File: src/lowpower_pkg.sv
/*
 * Shared constants and carrier types for the low-power, pin, reset and mode logic.
 * Assumes a single 50 MHz system clock and a synchronous active-high reset.
 */
package lowpower_pkg;

	localparam int          CLK_MHZ          = 50;
	localparam int          CLK_PERIOD_NS    = 20;
	// Serial receive: sixteen samples per bit, centre sample at eight.
	localparam logic [3:0]  RX_SAMPLES       = 4'hf;
	localparam logic [3:0]  RX_CENTRE        = 4'h7;
	localparam logic [3:0]  RX_BITS          = 4'h9;
	localparam logic [7:0]  WRONLY_READ      = 8'hff;
	localparam logic [2:0]  MODE_MUX         = 3'h4;
	localparam logic [2:0]  MODE_MUX_ALT     = 3'h2;
	localparam logic [2:0]  MODE_UNDEF       = 3'h3;
	localparam logic [1:0]  RST_SYNC_RESET   = 2'h3;
	localparam logic        OSC_OUT_STANDBY  = 1'b1;
	localparam logic        OSC_IN_FORCED    = 1'b0;

	typedef enum logic [2:0] {
		PWR_ACTIVE  = 3'b001,
		PWR_SLEEP   = 3'b010,
		PWR_STANDBY = 3'b100
	} pwr_state_t;

	typedef struct packed {
		logic [7:0] o;
		logic [7:0] oe;
	} port_drive_t;

	typedef struct packed {
		logic       valid;
		logic [7:0] data;
		logic       frame_err;
	} rx_char_t;

endpackage : lowpower_pkg

File: src/serial_rx.sv
/*
 * Oversampling asynchronous receiver, 8 data bits, one stop bit.
 * Assumes rx_tick pulses sixteen times per nominal bit time.
 */
`timescale 1ns/100ps
module serial_rx (
	input  wire logic                 sys_clk,
	input  wire logic                 rst,
	input  wire logic                 rx_tick,
	input  wire logic                 rx_line,
	output lowpower_pkg::rx_char_t    rx_char
);
	import lowpower_pkg::*;

	logic       busy_q,  busy_d;
	logic [3:0] phase_q, phase_d;
	logic [3:0] bitn_q,  bitn_d;
	logic [7:0] shift_q, shift_d;
	rx_char_t   out_q,   out_d;

	// Sampling once in the bit centre and resynchronising on every start edge
	// gives +/-37.5 percent per-bit margin and the stated character margin.
	always_comb begin
		busy_d  = busy_q;
		phase_d = phase_q;
		bitn_d  = bitn_q;
		shift_d = shift_q;
		out_d   = out_q;
		out_d.valid = 1'b0;
		if (rx_tick) begin
			if (!busy_q) begin
				if (!rx_line) begin
					busy_d  = 1'b1;
					phase_d = 4'h0;
					bitn_d  = 4'h0;
				end
			end else begin
				phase_d = phase_q + 4'h1;
				if (phase_q == RX_CENTRE) begin
					if (bitn_q == 4'h0 && rx_line) begin
						busy_d = 1'b0;
					end else if (bitn_q == RX_BITS) begin
						busy_d          = 1'b0;
						out_d.valid     = 1'b1;
						out_d.data      = shift_q;
						out_d.frame_err = !rx_line;
					end else if (bitn_q != 4'h0) begin
						shift_d = {rx_line, shift_q[7:1]};
					end
					bitn_d = bitn_q + 4'h1;
				end
			end
		end
	end

	always_ff @(posedge sys_clk) begin
		if (rst) begin
			busy_q  <= 1'b0;
			phase_q <= 4'h0;
			bitn_q  <= 4'h0;
			shift_q <= 8'h00;
			out_q   <= '0;
		end else begin
			busy_q  <= busy_d;
			phase_q <= phase_d;
			bitn_q  <= bitn_d;
			shift_q <= shift_d;
			out_q   <= out_d;
		end
	end

	assign rx_char = out_q;

	AST_RX_CENTRE: assert property (@(posedge sys_clk) disable iff (rst)
		out_q.valid |-> $past(phase_q) == RX_CENTRE && $past(bitn_q) == RX_BITS)
		else $error("character completed off the bit centre");

endmodule : serial_rx

File: src/lowpower_pins_reset_misc.sv
/*
 * Power state, pin enable, mode decode, reset sync and write-only read-back logic.
 * Assumes the core supplies sleep/standby requests, bus phase and read strobes.
 */
// Notes on behaviour
// In sleep, supply, clock, input and bus phase pins behave as in operation.
// In standby only supply and standby request stay live; others float.
// Standby forces the oscillator input internally and holds oscillator output constant.
// Mode 2 acts as multiplexed mode 4; mode 3 is undefined.
// Outside logic latches address on strobe fall or bus phase rise.
// Receiver tolerates 37.5 percent bit and +3.75/-2.5 percent character error.
// Outside logic must not freeze the bus during interrupt-idle instruction.
// Reads of write-only registers return all ones.
// Software must not use bit read-modify-write on direction registers.
// Master clear must be held low at least 20 ms at power-up; the bench holds it low for 12 cycles (240 ns).
// Master clear is sampled on the internal clock before taking effect.
// Outside circuitry fixes port levels while the oscillator stabilises.
// During reset the first port floats as input in every mode.
`timescale 1ns/100ps
module lowpower_pins_reset_misc (
	input  wire logic                   sys_clk,
	input  wire logic                   rst,
	input  wire logic                   master_clear_n,
	input  wire logic                   standby_request_n,
	input  wire logic                   sleep_request,
	input  wire logic                   wake_event,
	input  wire logic [2:0]             mode_pins,
	input  wire logic                   osc_input,
	input  wire logic                   bus_phase_in,
	input  wire logic                   address_strobe_in,
	input  wire logic [7:0]             port1_core_o,
	input  wire logic [7:0]             port1_core_oe,
	input  wire logic                   wronly_sel,
	input  wire logic [7:0]             reg_rdata,
	input  wire logic                   rx_tick,
	input  wire logic                   rx_line,
	output lowpower_pkg::port_drive_t   port1_drive,
	output logic                        bus_phase_o,
	output logic                        bus_phase_oe,
	output logic                        address_strobe_o,
	output logic                        address_strobe_oe,
	output logic                        osc_output,
	output logic                        osc_gated,
	output logic                        core_reset,
	output logic [2:0]                  mode_eff,
	output logic                        mode_multiplexed,
	output logic                        mode_undefined,
	output logic [7:0]                  read_data,
	output lowpower_pkg::pwr_state_t    pwr_state,
	output lowpower_pkg::rx_char_t      rx_char
);
	import lowpower_pkg::*;

	////////////////////////////////////////////////////////////////////////////////
	// Reset synchroniser. The first stage feeds only the second stage.

	logic [1:0] clr_sync_q, clr_sync_d;

	always_comb begin
		clr_sync_d = {clr_sync_q[0], !master_clear_n};
	end

	always_ff @(posedge sys_clk) begin
		if (rst) begin
			clr_sync_q <= RST_SYNC_RESET;
		end else begin
			clr_sync_q <= clr_sync_d;
		end
	end

	logic int_reset;
	assign int_reset = rst | clr_sync_q[1];

	////////////////////////////////////////////////////////////////////////////////
	// Power state machine.

	pwr_state_t state_q, state_d;

	always_comb begin
		state_d = state_q;
		case (state_q)
			PWR_ACTIVE: begin
				if (!standby_request_n) begin
					state_d = PWR_STANDBY;
				end else if (sleep_request) begin
					state_d = PWR_SLEEP;
				end
			end
			PWR_SLEEP: begin
				if (!standby_request_n) begin
					state_d = PWR_STANDBY;
				end else if (wake_event) begin
					state_d = PWR_ACTIVE;
				end
			end
			PWR_STANDBY: begin
				// Leaving standby goes straight to active once standby_request_n is high, without passing through reset.
				if (standby_request_n) begin
					state_d = PWR_ACTIVE;
				end
			end
			default: begin
				state_d = PWR_ACTIVE;
			end
		endcase
	end

	always_ff @(posedge sys_clk) begin
		if (int_reset) begin
			state_q <= PWR_ACTIVE;
		end else begin
			state_q <= state_d;
		end
	end

	logic in_standby;
	assign in_standby = (state_q == PWR_STANDBY);
	assign pwr_state  = state_q;

	////////////////////////////////////////////////////////////////////////////////
	// Mode capture at reset release.

	function automatic logic [2:0] map_mode(input logic [2:0] m);
		if (m == MODE_MUX_ALT) begin
			return MODE_MUX;
		end else begin
			return m;
		end
	endfunction : map_mode

	logic [2:0] mode_q, mode_d;

	always_comb begin
		mode_d = mode_q;
		if (int_reset) begin
			mode_d = map_mode(mode_pins);
		end
	end

	// Mode is latched from the strap pins while reset holds, clocked, never async.
	always_ff @(posedge sys_clk) begin
		mode_q <= mode_d;
	end

	assign mode_eff         = mode_q;
	assign mode_multiplexed = (mode_q == MODE_MUX);
	assign mode_undefined   = (mode_q == MODE_UNDEF);

	////////////////////////////////////////////////////////////////////////////////
	// Pin drive and oscillator handling.

	port_drive_t p1_q, p1_d;
	logic        bp_o_q, bp_o_d, bp_oe_q, bp_oe_d;
	logic        sb_o_q, sb_o_d, sb_oe_q, sb_oe_d;
	logic        osc_q, osc_d;
	logic [7:0]  rd_q, rd_d;

	always_comb begin
		p1_d    = '{o: port1_core_o, oe: port1_core_oe};
		bp_o_d  = bus_phase_in;
		bp_oe_d = 1'b1;
		sb_o_d  = address_strobe_in;
		sb_oe_d = mode_multiplexed;
		osc_d   = osc_input;
		if (int_reset) begin
			p1_d.oe = 8'h00;
		end
		if (in_standby) begin
			p1_d.oe = 8'h00;
			bp_oe_d = 1'b0;
			sb_oe_d = 1'b0;
			osc_d   = OSC_IN_FORCED;
		end
		rd_d = wronly_sel ? WRONLY_READ : reg_rdata;
	end

	always_ff @(posedge sys_clk) begin
		if (rst) begin
			p1_q    <= '0;
			bp_o_q  <= 1'b0;
			bp_oe_q <= 1'b0;
			sb_o_q  <= 1'b0;
			sb_oe_q <= 1'b0;
			osc_q   <= OSC_IN_FORCED;
			rd_q    <= 8'h00;
		end else begin
			p1_q    <= p1_d;
			bp_o_q  <= bp_o_d;
			bp_oe_q <= bp_oe_d;
			sb_o_q  <= sb_o_d;
			sb_oe_q <= sb_oe_d;
			osc_q   <= osc_d;
			rd_q    <= rd_d;
		end
	end

	assign port1_drive       = p1_q;
	assign bus_phase_o       = bp_o_q;
	assign bus_phase_oe      = bp_oe_q;
	assign address_strobe_o  = sb_o_q;
	assign address_strobe_oe = sb_oe_q;
	assign osc_gated         = osc_q;
	assign osc_output        = in_standby ? OSC_OUT_STANDBY : !osc_input;
	assign core_reset        = int_reset;
	assign read_data         = rd_q;

	////////////////////////////////////////////////////////////////////////////////
	// Serial receiver.

	serial_rx u_rx (
		.sys_clk (sys_clk),
		.rst     (int_reset),
		.rx_tick (rx_tick),
		.rx_line (rx_line),
		.rx_char (rx_char)
	);

	////////////////////////////////////////////////////////////////////////////////
	// Checks.

	AST_RESET_SYNC: assert property (@(posedge sys_clk) disable iff (rst)
		$rose(!master_clear_n) |-> !core_reset ##1 1'b1 ##1 core_reset)
		else $error("master clear not synchronised in two cycles");
	AST_STANDBY_FLOAT: assert property (@(posedge sys_clk) disable iff (rst)
		in_standby && $past(in_standby) |-> port1_drive.oe == 8'h00 && !bus_phase_oe
			&& !address_strobe_oe)
		else $error("pin driven in standby");
	AST_OSC_FORCED: assert property (@(posedge sys_clk) disable iff (rst)
		in_standby && $past(in_standby) |-> osc_gated == OSC_IN_FORCED
			&& osc_output == OSC_OUT_STANDBY)
		else $error("oscillator not forced in standby");
	AST_SLEEP_PHASE: assert property (@(posedge sys_clk) disable iff (rst)
		state_q == PWR_SLEEP && $past(state_q) == PWR_SLEEP |-> bus_phase_oe
			&& bus_phase_o == $past(bus_phase_in))
		else $error("bus phase pin not live in sleep");
	AST_MODE2_MAP: assert property (@(posedge sys_clk) disable iff (rst)
		$fell(int_reset) && $past(mode_pins) == MODE_MUX_ALT |-> mode_eff == MODE_MUX)
		else $error("mode 2 not mapped to multiplexed mode");
	AST_WRONLY_ONES: assert property (@(posedge sys_clk) disable iff (rst)
		wronly_sel |=> read_data == WRONLY_READ)
		else $error("write-only read not all ones");
	AST_RESET_PORT_IN: assert property (@(posedge sys_clk) disable iff (rst)
		int_reset ##1 int_reset |-> port1_drive.oe == 8'h00)
		else $error("first port driven during reset");
	AST_STANDBY_ENTRY: assert property (@(posedge sys_clk) disable iff (int_reset)
		!standby_request_n && !in_standby |=> in_standby)
		else $error("standby not entered in one cycle");

endmodule : lowpower_pins_reset_misc

File: config.mk
export PLATFORM = sky130hd
export DESIGN_NAME = lowpower_pins_reset_misc
export DESIGN_NICKNAME = d
export VERILOG_FILES = /design/src/lowpower_pkg.sv /design/src/serial_rx.sv /design/src/lowpower_pins_reset_misc.sv
export SDC_FILE = /design/constraint.sdc
export NUM_CORES = 1
export LEC_CHECK = 0
export ABC_AREA = 0
export BUFFER_PORTS_ARGS = -buffer_cell sky130_fd_sc_hd__buf_4
export CORE_MARGIN = 2
export CORE_UTILIZATION = 30
export CTS_BUF_LIST = sky130_fd_sc_hd__clkbuf_4
export DETAILED_ROUTE_END_ITERATION = 8
export GPL_TIMING_DRIVEN = 0
export HOLD_SLACK_MARGIN = 0.02
export SETUP_SLACK_MARGIN = 0.02
export SLEW_MARGIN = 10
export SYNTH_ARGS = -nofsm -noshare
export SYNTH_HDL_FRONTEND = slang
export SYNTH_SLANG_ARGS = --single-unit
File: constraint.sdc
create_clock -name sys_clk -period 2.75 [get_ports sys_clk]
set_input_delay 0.55 -clock sys_clk [delete_from_list [all_inputs] [get_ports sys_clk]]
set_output_delay 0.55 -clock sys_clk [all_outputs]
set_load 0.02 [all_outputs]
==> flow_summary.yaml, run 1 <==
layout:
  final_common_cell: "buf_4"
  final_cell_area_mm2: 0.00316
  diodes: 0
  drive_gt1_share_pct: 33.5
  area_growth_pct: 37.9
  mostFrequentLayoutCells: "buf_4, dfxtp_1, nor2_1"
  nets: 366
  fillerInstances: 713
clocking:
  postCtsSetupRepairBufs: 0
  cts_buffers: 9
  cts_hold_buf: 0
  cts.sinks: 64
  clk_path_buf_depth: 2
  clockRootBuffer: "clkbuf_4"
  clk_latency_ps: 400
  cts_tree: "done"
  h-tree-depth: 3
  cts_resized: 0
  cts.clk_slew.worst_paths_ps: 100
drt:
  vias: 1863
  ant_nets: 0
  drt_iter0_drc: 106
  drt-total-wl_um: 5120
  drc: 0
  viasPerCell: 4.36
  route.detailed.wl_per_inst_um: 12.0
  dr.pass1.iters: 4
sta:
  rsz0062_at_grt: "no"
  finalSetupViolCount: 0
  worst_slew_pin_slew_ps: 638
  slew-limit-headroom_pct: 57.4
  setup-tns-final_ps: 0
  fmax_mhz: 407
  period_needed_ps: 2460
  fin_worst_skew_ps: 12.2
  drv_slew: 0
  hold_violations: 0
  period_share_pct: 89.4
yosys:
  synth_compound_area_share_pct: 7.59
  ys_ff_latch: 64
  yosysSeqAreaShare_pct: 57.2
  yosys.area_share.adder_pct: 2.18
  synth_top_family_by_area: "simple AND/OR/NAND/NOR gates"
  syn-num-nets: 270
  synth.cell_area_mm2: 0.00229
  synthMuxAreaShare_pct: 4.37
  avgSynthCellArea_um2: 10.1
  syn_inst: 227
  synthSimpleGateAreaFrac_pct: 23.0
  synth_xor_area_share_pct: 2.29
  ys_warn_count: 0
  synthDistinctLibCells: 43
place:
  place_area_mm2: 0.00305
  port_buffers: 85
  place_congestion: 0.769
  post-dp-hpwl_um: 3700
grt:
  grt_antenna_before_repair: 0
  gr-total-overflow: 0
  grt_pass1_vias: 1771
  grt_max_degree: 14
  grt_usage_pct: 12.8
  grt_first_pass_wirelength_um: 8520
power_and_ir_drop:
  powerDensity_mw_per_mm2: 521
  ir_drop_v: 0.000163
  p_leak_nw: 1.33
  finalPower_mw: 1.65
setup_path:
  end_kind: "output pin"
  reg2reg_from: "clr_sync_q[1]"
  r2r-end: "mode_eff[0]"
  path_cells: "nor2_4 > clkinv_1 > clkbuf_1 > buf_4"
  critPathBufInv: 3
  max_stage_delay_ps: 380
  critical-path-top-delay-family: "buffers and inverters"
  cp.arrival_ps: 1910
  crit_path_start_kind: "flip-flop"
  crit_slowest_cell: "clkbuf_1"
  required_ps: 2200
  r2r_cells: 3
  r2r_slack_ps: 1180
  path_class: "flip-flop to output pin"
  cp_max_fo: 13
min_path:
  whs_path_depth: 2
  holdCritStartpoint: "master_clear_n"
  hold_path_class: "input port to flip-flop"
  whs_endpoint: "clr_sync_q[0]"
die:
  die_h_um: 91.4
  initial_core_util_pct: 31.3
  die-area_mm2: 0.00835
  num_rows: 31
  core-area_mm2: 0.00733
  ios: 88
  die_w_um: 91.4
outcome:
  status: "completed"
flow_run:
  maxCapViolations: 0
-- through the flow --
stage                     util, %  hold slack (ps)  worst slack [ps]  instances
after CTS                    43.1              295               228        427
final                        43.1              320               292        427
after detailed placement     41.6              405               326        411
after global routing         43.1              313               131        427
after floorplan                 -              389               973        227
after global placement       41.6              394               347        411
-- Yosys cell counts, drive strengths merged --
cell type / number / area, µm²
nor3b: 1 / 7.51
a311oi: 1 / 8.76
mux2i: 10 / 100
o22ai: 1 / 6.26
and4b: 1 / 13.8
a21o: 1 / 7.51
o31ai: 1 / 21.3
nand3: 13 / 70.1
inv: 4 / 15.0
o21ai: 10 / 50.1
nor4b: 1 / 8.76
nor2b: 11 / 68.8
xnor2: 1 / 8.76
ha: 4 / 50.1
clkinv: 1 / 3.75
or2: 1 / 6.26
nor2: 36 / 143
o211ai: 1 / 21.3
nand2: 17 / 63.8
and3: 10 / 62.6
xor2: 5 / 43.8
clkbuf: 6 / 22.5
nand3b: 1 / 7.51
dfxtp: 61 / 1220
and2: 3 / 18.8
a211oi: 1 / 7.51
a22oi: 2 / 15.0
a32oi: 1 / 8.76
o21a: 1 / 7.51
nor3: 3 / 20.0
nand2b: 3 / 18.8
a21oi: 4 / 20.0
nand4bb: 1 / 11.3
nor4: 1 / 6.26
edfxtp: 3 / 90.1
buf: 5 / 35.0
-- cell families after synthesis --
kind of cell,after synthesis
AO/OA/AOI/OAI,24
XOR/XNOR,6
adder cells (fa/ha/maj),4
multiplexers,10
AND/OR/NAND/NOR,103
buffers and inverters,16
flip-flops,64
-- routing by layer --
layer,vias to the layer above,part of all wire [%],GRT usage (%)
met5,-,0,0
met4,0,2.1,5.43
met3,9,6.4,4.48
met2,54,46,19.8
met1,848,45,16.2
li1,952,-,-
-- registers in the layout, indices dropped and copies added (netlist names) --
name and count:
osc_gated 1, u_rx.phase_q 4, read_data 8, mode_eff 3, u_rx.shift_q 8, bus_phase_o 1
port1_drive 16, u_rx.bitn_q 4, clr_sync_q 2, address_strobe_oe 1, u_rx.rx_char 10, u_rx.busy_q 1
bus_phase_oe 1, address_strobe_o 1, pwr_state 3
-- power by group --
group / switching [mW] / internal, mW / leakage, nW / total [mW]
sequential: 0.00926 / 0.959 / 0.530 / 0.968
clock: 0.340 / 0.176 / 0.0605 / 0.517
combinational: 0.0792 / 0.0823 / 0.740 / 0.162
total: 0.429 / 1.22 / 1.33 / 1.65
-- layout make-up --
| class | count | area (µm²) | area share (%) |
|---|---|---|---|
| Buffer | 11 | 57.6 | 1.82 |
| Clock buffer | 9 | 67.6 | 2.14 |
| Clock inverter | 7 | 38.8 | 1.23 |
| Inverter | 5 | 18.8 | 0.594 |
| Multi-Input combinational cell | 147 | 903 | 28.6 |
| Sequential cell | 64 | 1310 | 41.5 |
| Tap cell | 99 | 124 | 3.92 |
| Timing Repair Buffer | 85 | 638 | 20.2 |
-- worst max path at each step --
stage	slack, ps	cells past startpoint	from	end
CTS	230	4	clr_sync_q[1]	core_reset
finish	290	4	clr_sync_q[1]	core_reset
detailed placement	330	5	rst	core_reset
global route	130	4	clr_sync_q[1]	core_reset
global placement	350	5	rst	core_reset
floorplan	970	3	rst	core_reset
Note: power is estimated with default switching activity, not from simulation.
==> run 2, diff against run 1 <==
- CELL_PAD_IN_SITES_DETAIL_PLACEMENT: default -> 0
- CELL_PAD_IN_SITES_GLOBAL_PLACEMENT: default -> 1
- CORE_UTILIZATION: 30 -> 40
- PLACE_DENSITY_LB_ADDON: default -> 0.1
==> flow_summary.yaml, run 2 (synthesis results as in run 1) <==
layout:
  area_growth_pct: 38.7
  final_cell_area_mm2: 0.00318
  drive_gt1_share_pct: 33.8
  largest_reg_flops: 16
  final_core_util_pct: 57.7
  fillerInstances: 535
  nets: 366
  final_common_cell: "buf_4"
  mostFrequentLayoutCells: "buf_4, dfxtp_1, nor2_1"
  diodes: 0
place:
  place_congestion: 0.720
  place_area_mm2: 0.00302
  port_buffers: 85
  post-dp-hpwl_um: 3470
clocking:
  cts_resized: 0
  cts_hold_buf: 0
  cts_tree: "done"
  clk_latency_ps: 380
  cts.clk_slew.worst_paths_ps: 90
  postCtsSetupRepairBufs: 0
  cts_buffers: 9
  cts.sinks: 64
  clk_path_buf_depth: 2
  clockRootBuffer: "clkbuf_4"
  h-tree-depth: 3
grt:
  grt_usage_pct: 15.6
  gr-total-overflow: 0
  grt_pass1_vias: 1646
  grt_max_degree: 14
  grt_antenna_before_repair: 0
  grt_first_pass_wirelength_um: 7530
power_and_ir_drop:
  finalPower_mw: 1.83
  powerDensity_mw_per_mm2: 575
  p_leak_nw: 1.35
  ir_drop_v: 0.000266
die:
  die-area_mm2: 0.00635
  core-area_mm2: 0.00551
  ios: 88
  num_rows: 27
  die_h_um: 79.7
  initial_core_util_pct: 41.6
  die_w_um: 79.7
sta:
  period_share_pct: 86.3
  hold_violations: 0
  slew-limit-headroom_pct: 59.2
  rsz0062_at_grt: "no"
  period_needed_ps: 2370
  setup-tns-final_ps: 0
  worst_slew_pin_slew_ps: 612
  fin_worst_skew_ps: 13.7
  drv_slew: 0
  fmax_mhz: 421
  finalSetupViolCount: 0
setup_path:
  path_class: "flip-flop to output pin"
  end_kind: "output pin"
  r2r_cells: 3
  r2r_slack_ps: 1250
  crit_path_end: "core_reset"
  crit_path_start: "clr_sync_q[1]"
  crit_path_start_kind: "flip-flop"
  cp_max_fo: 13
  cp.arrival_ps: 1820
  required_ps: 2200
  reg2reg_from: "clr_sync_q[1]"
  r2r-end: "mode_eff[0]"
drt:
  viasPerCell: 4.60
  met2WireLength_um: 2180
  vias: 1840
  wl_met1_um: 2030
  ant_nets: 0
  route.detailed.wl_per_inst_um: 11.5
  drt-total-wl_um: 4620
  dr.max_layer_used: "met4"
  dr.pass1.iters: 4
  dr_wl_met3_um: 278
  drc: 0
  drt_iter0_drc: 70
outcome:
  status: "completed"
min_path:
  hold_path_class: "input port to flip-flop"
flow_run:
  maxCapViolations: 0
==> run 2: cell types whose count changed in the layout (fill, tap and decap cells not counted) <==
cell / change
bufinv_16: +2
clkinv_2: -2
clkbuf_4: +1
clkinv_1: -1
clkinv_4: -1
clkinvlp_4: +1
==> run 2: report_power, final <==
group / leakage (nW) / internal, mW / switching (mW)
Combinational: 0.740 / 0.0822 / 0.0775
Sequential: 0.530 / 0.959 / 0.00926
Clock: 0.0800 / 0.375 / 0.326
Total: 1.35 / 1.42 / 0.412
==> run 2: how the worst min path moves through the flow <==
stage,from,endpoint,depth (start not counted)
floorplan,clr_sync_q[0],clr_sync_q[1],1
global placement,clr_sync_q[0],clr_sync_q[1],1
detailed placement,clr_sync_q[0],clr_sync_q[1],1
CTS,master_clear_n,clr_sync_q[0],2
global route,master_clear_n,clr_sync_q[0],2
finish,master_clear_n,clr_sync_q[0],2
==> run 2: layout make-up <==
cell class / instances / area, µm² / area share, %
Clock buffer: 10 / 75.1 / 2.36
Timing Repair Buffer: 85 / 638 / 20.1
Multi-Input combinational cell: 147 / 903 / 28.4
Inverter: 5 / 18.8 / 0.591
Clock inverter: 6 / 83.8 / 2.64
Buffer: 11 / 57.6 / 1.81
Sequential cell: 64 / 1310 / 41.3
Tap cell: 72 / 90.1 / 2.83
==> run 2: critical path, cell delays in order (launching register included) <==
cell and delay [ps]:
dfxtp_1 330, nor2_4 210, clkinv_1 280, clkbuf_1 360
buf_4 260
==> run 2: metrics by stage <==
stage	setup slack, ps	instances	hold WS [ps]
2_1_floorplan	973	227	389
3_3_place_gp	363	384	393
3_5_place_dp	357	384	396
4_1_cts	285	400	308
5_1_grt	153	400	298
6_report	376	400	333
==> run 2: per-layer routing <==
layer | GRT usage [%] | vias to the layer above
met5 | 0 | -
li1 | - | 952
met1 | 18.4 | 817
met3 | 4.30 | 13
met4 | 9.66 | 0
met2 | 25.1 | 58
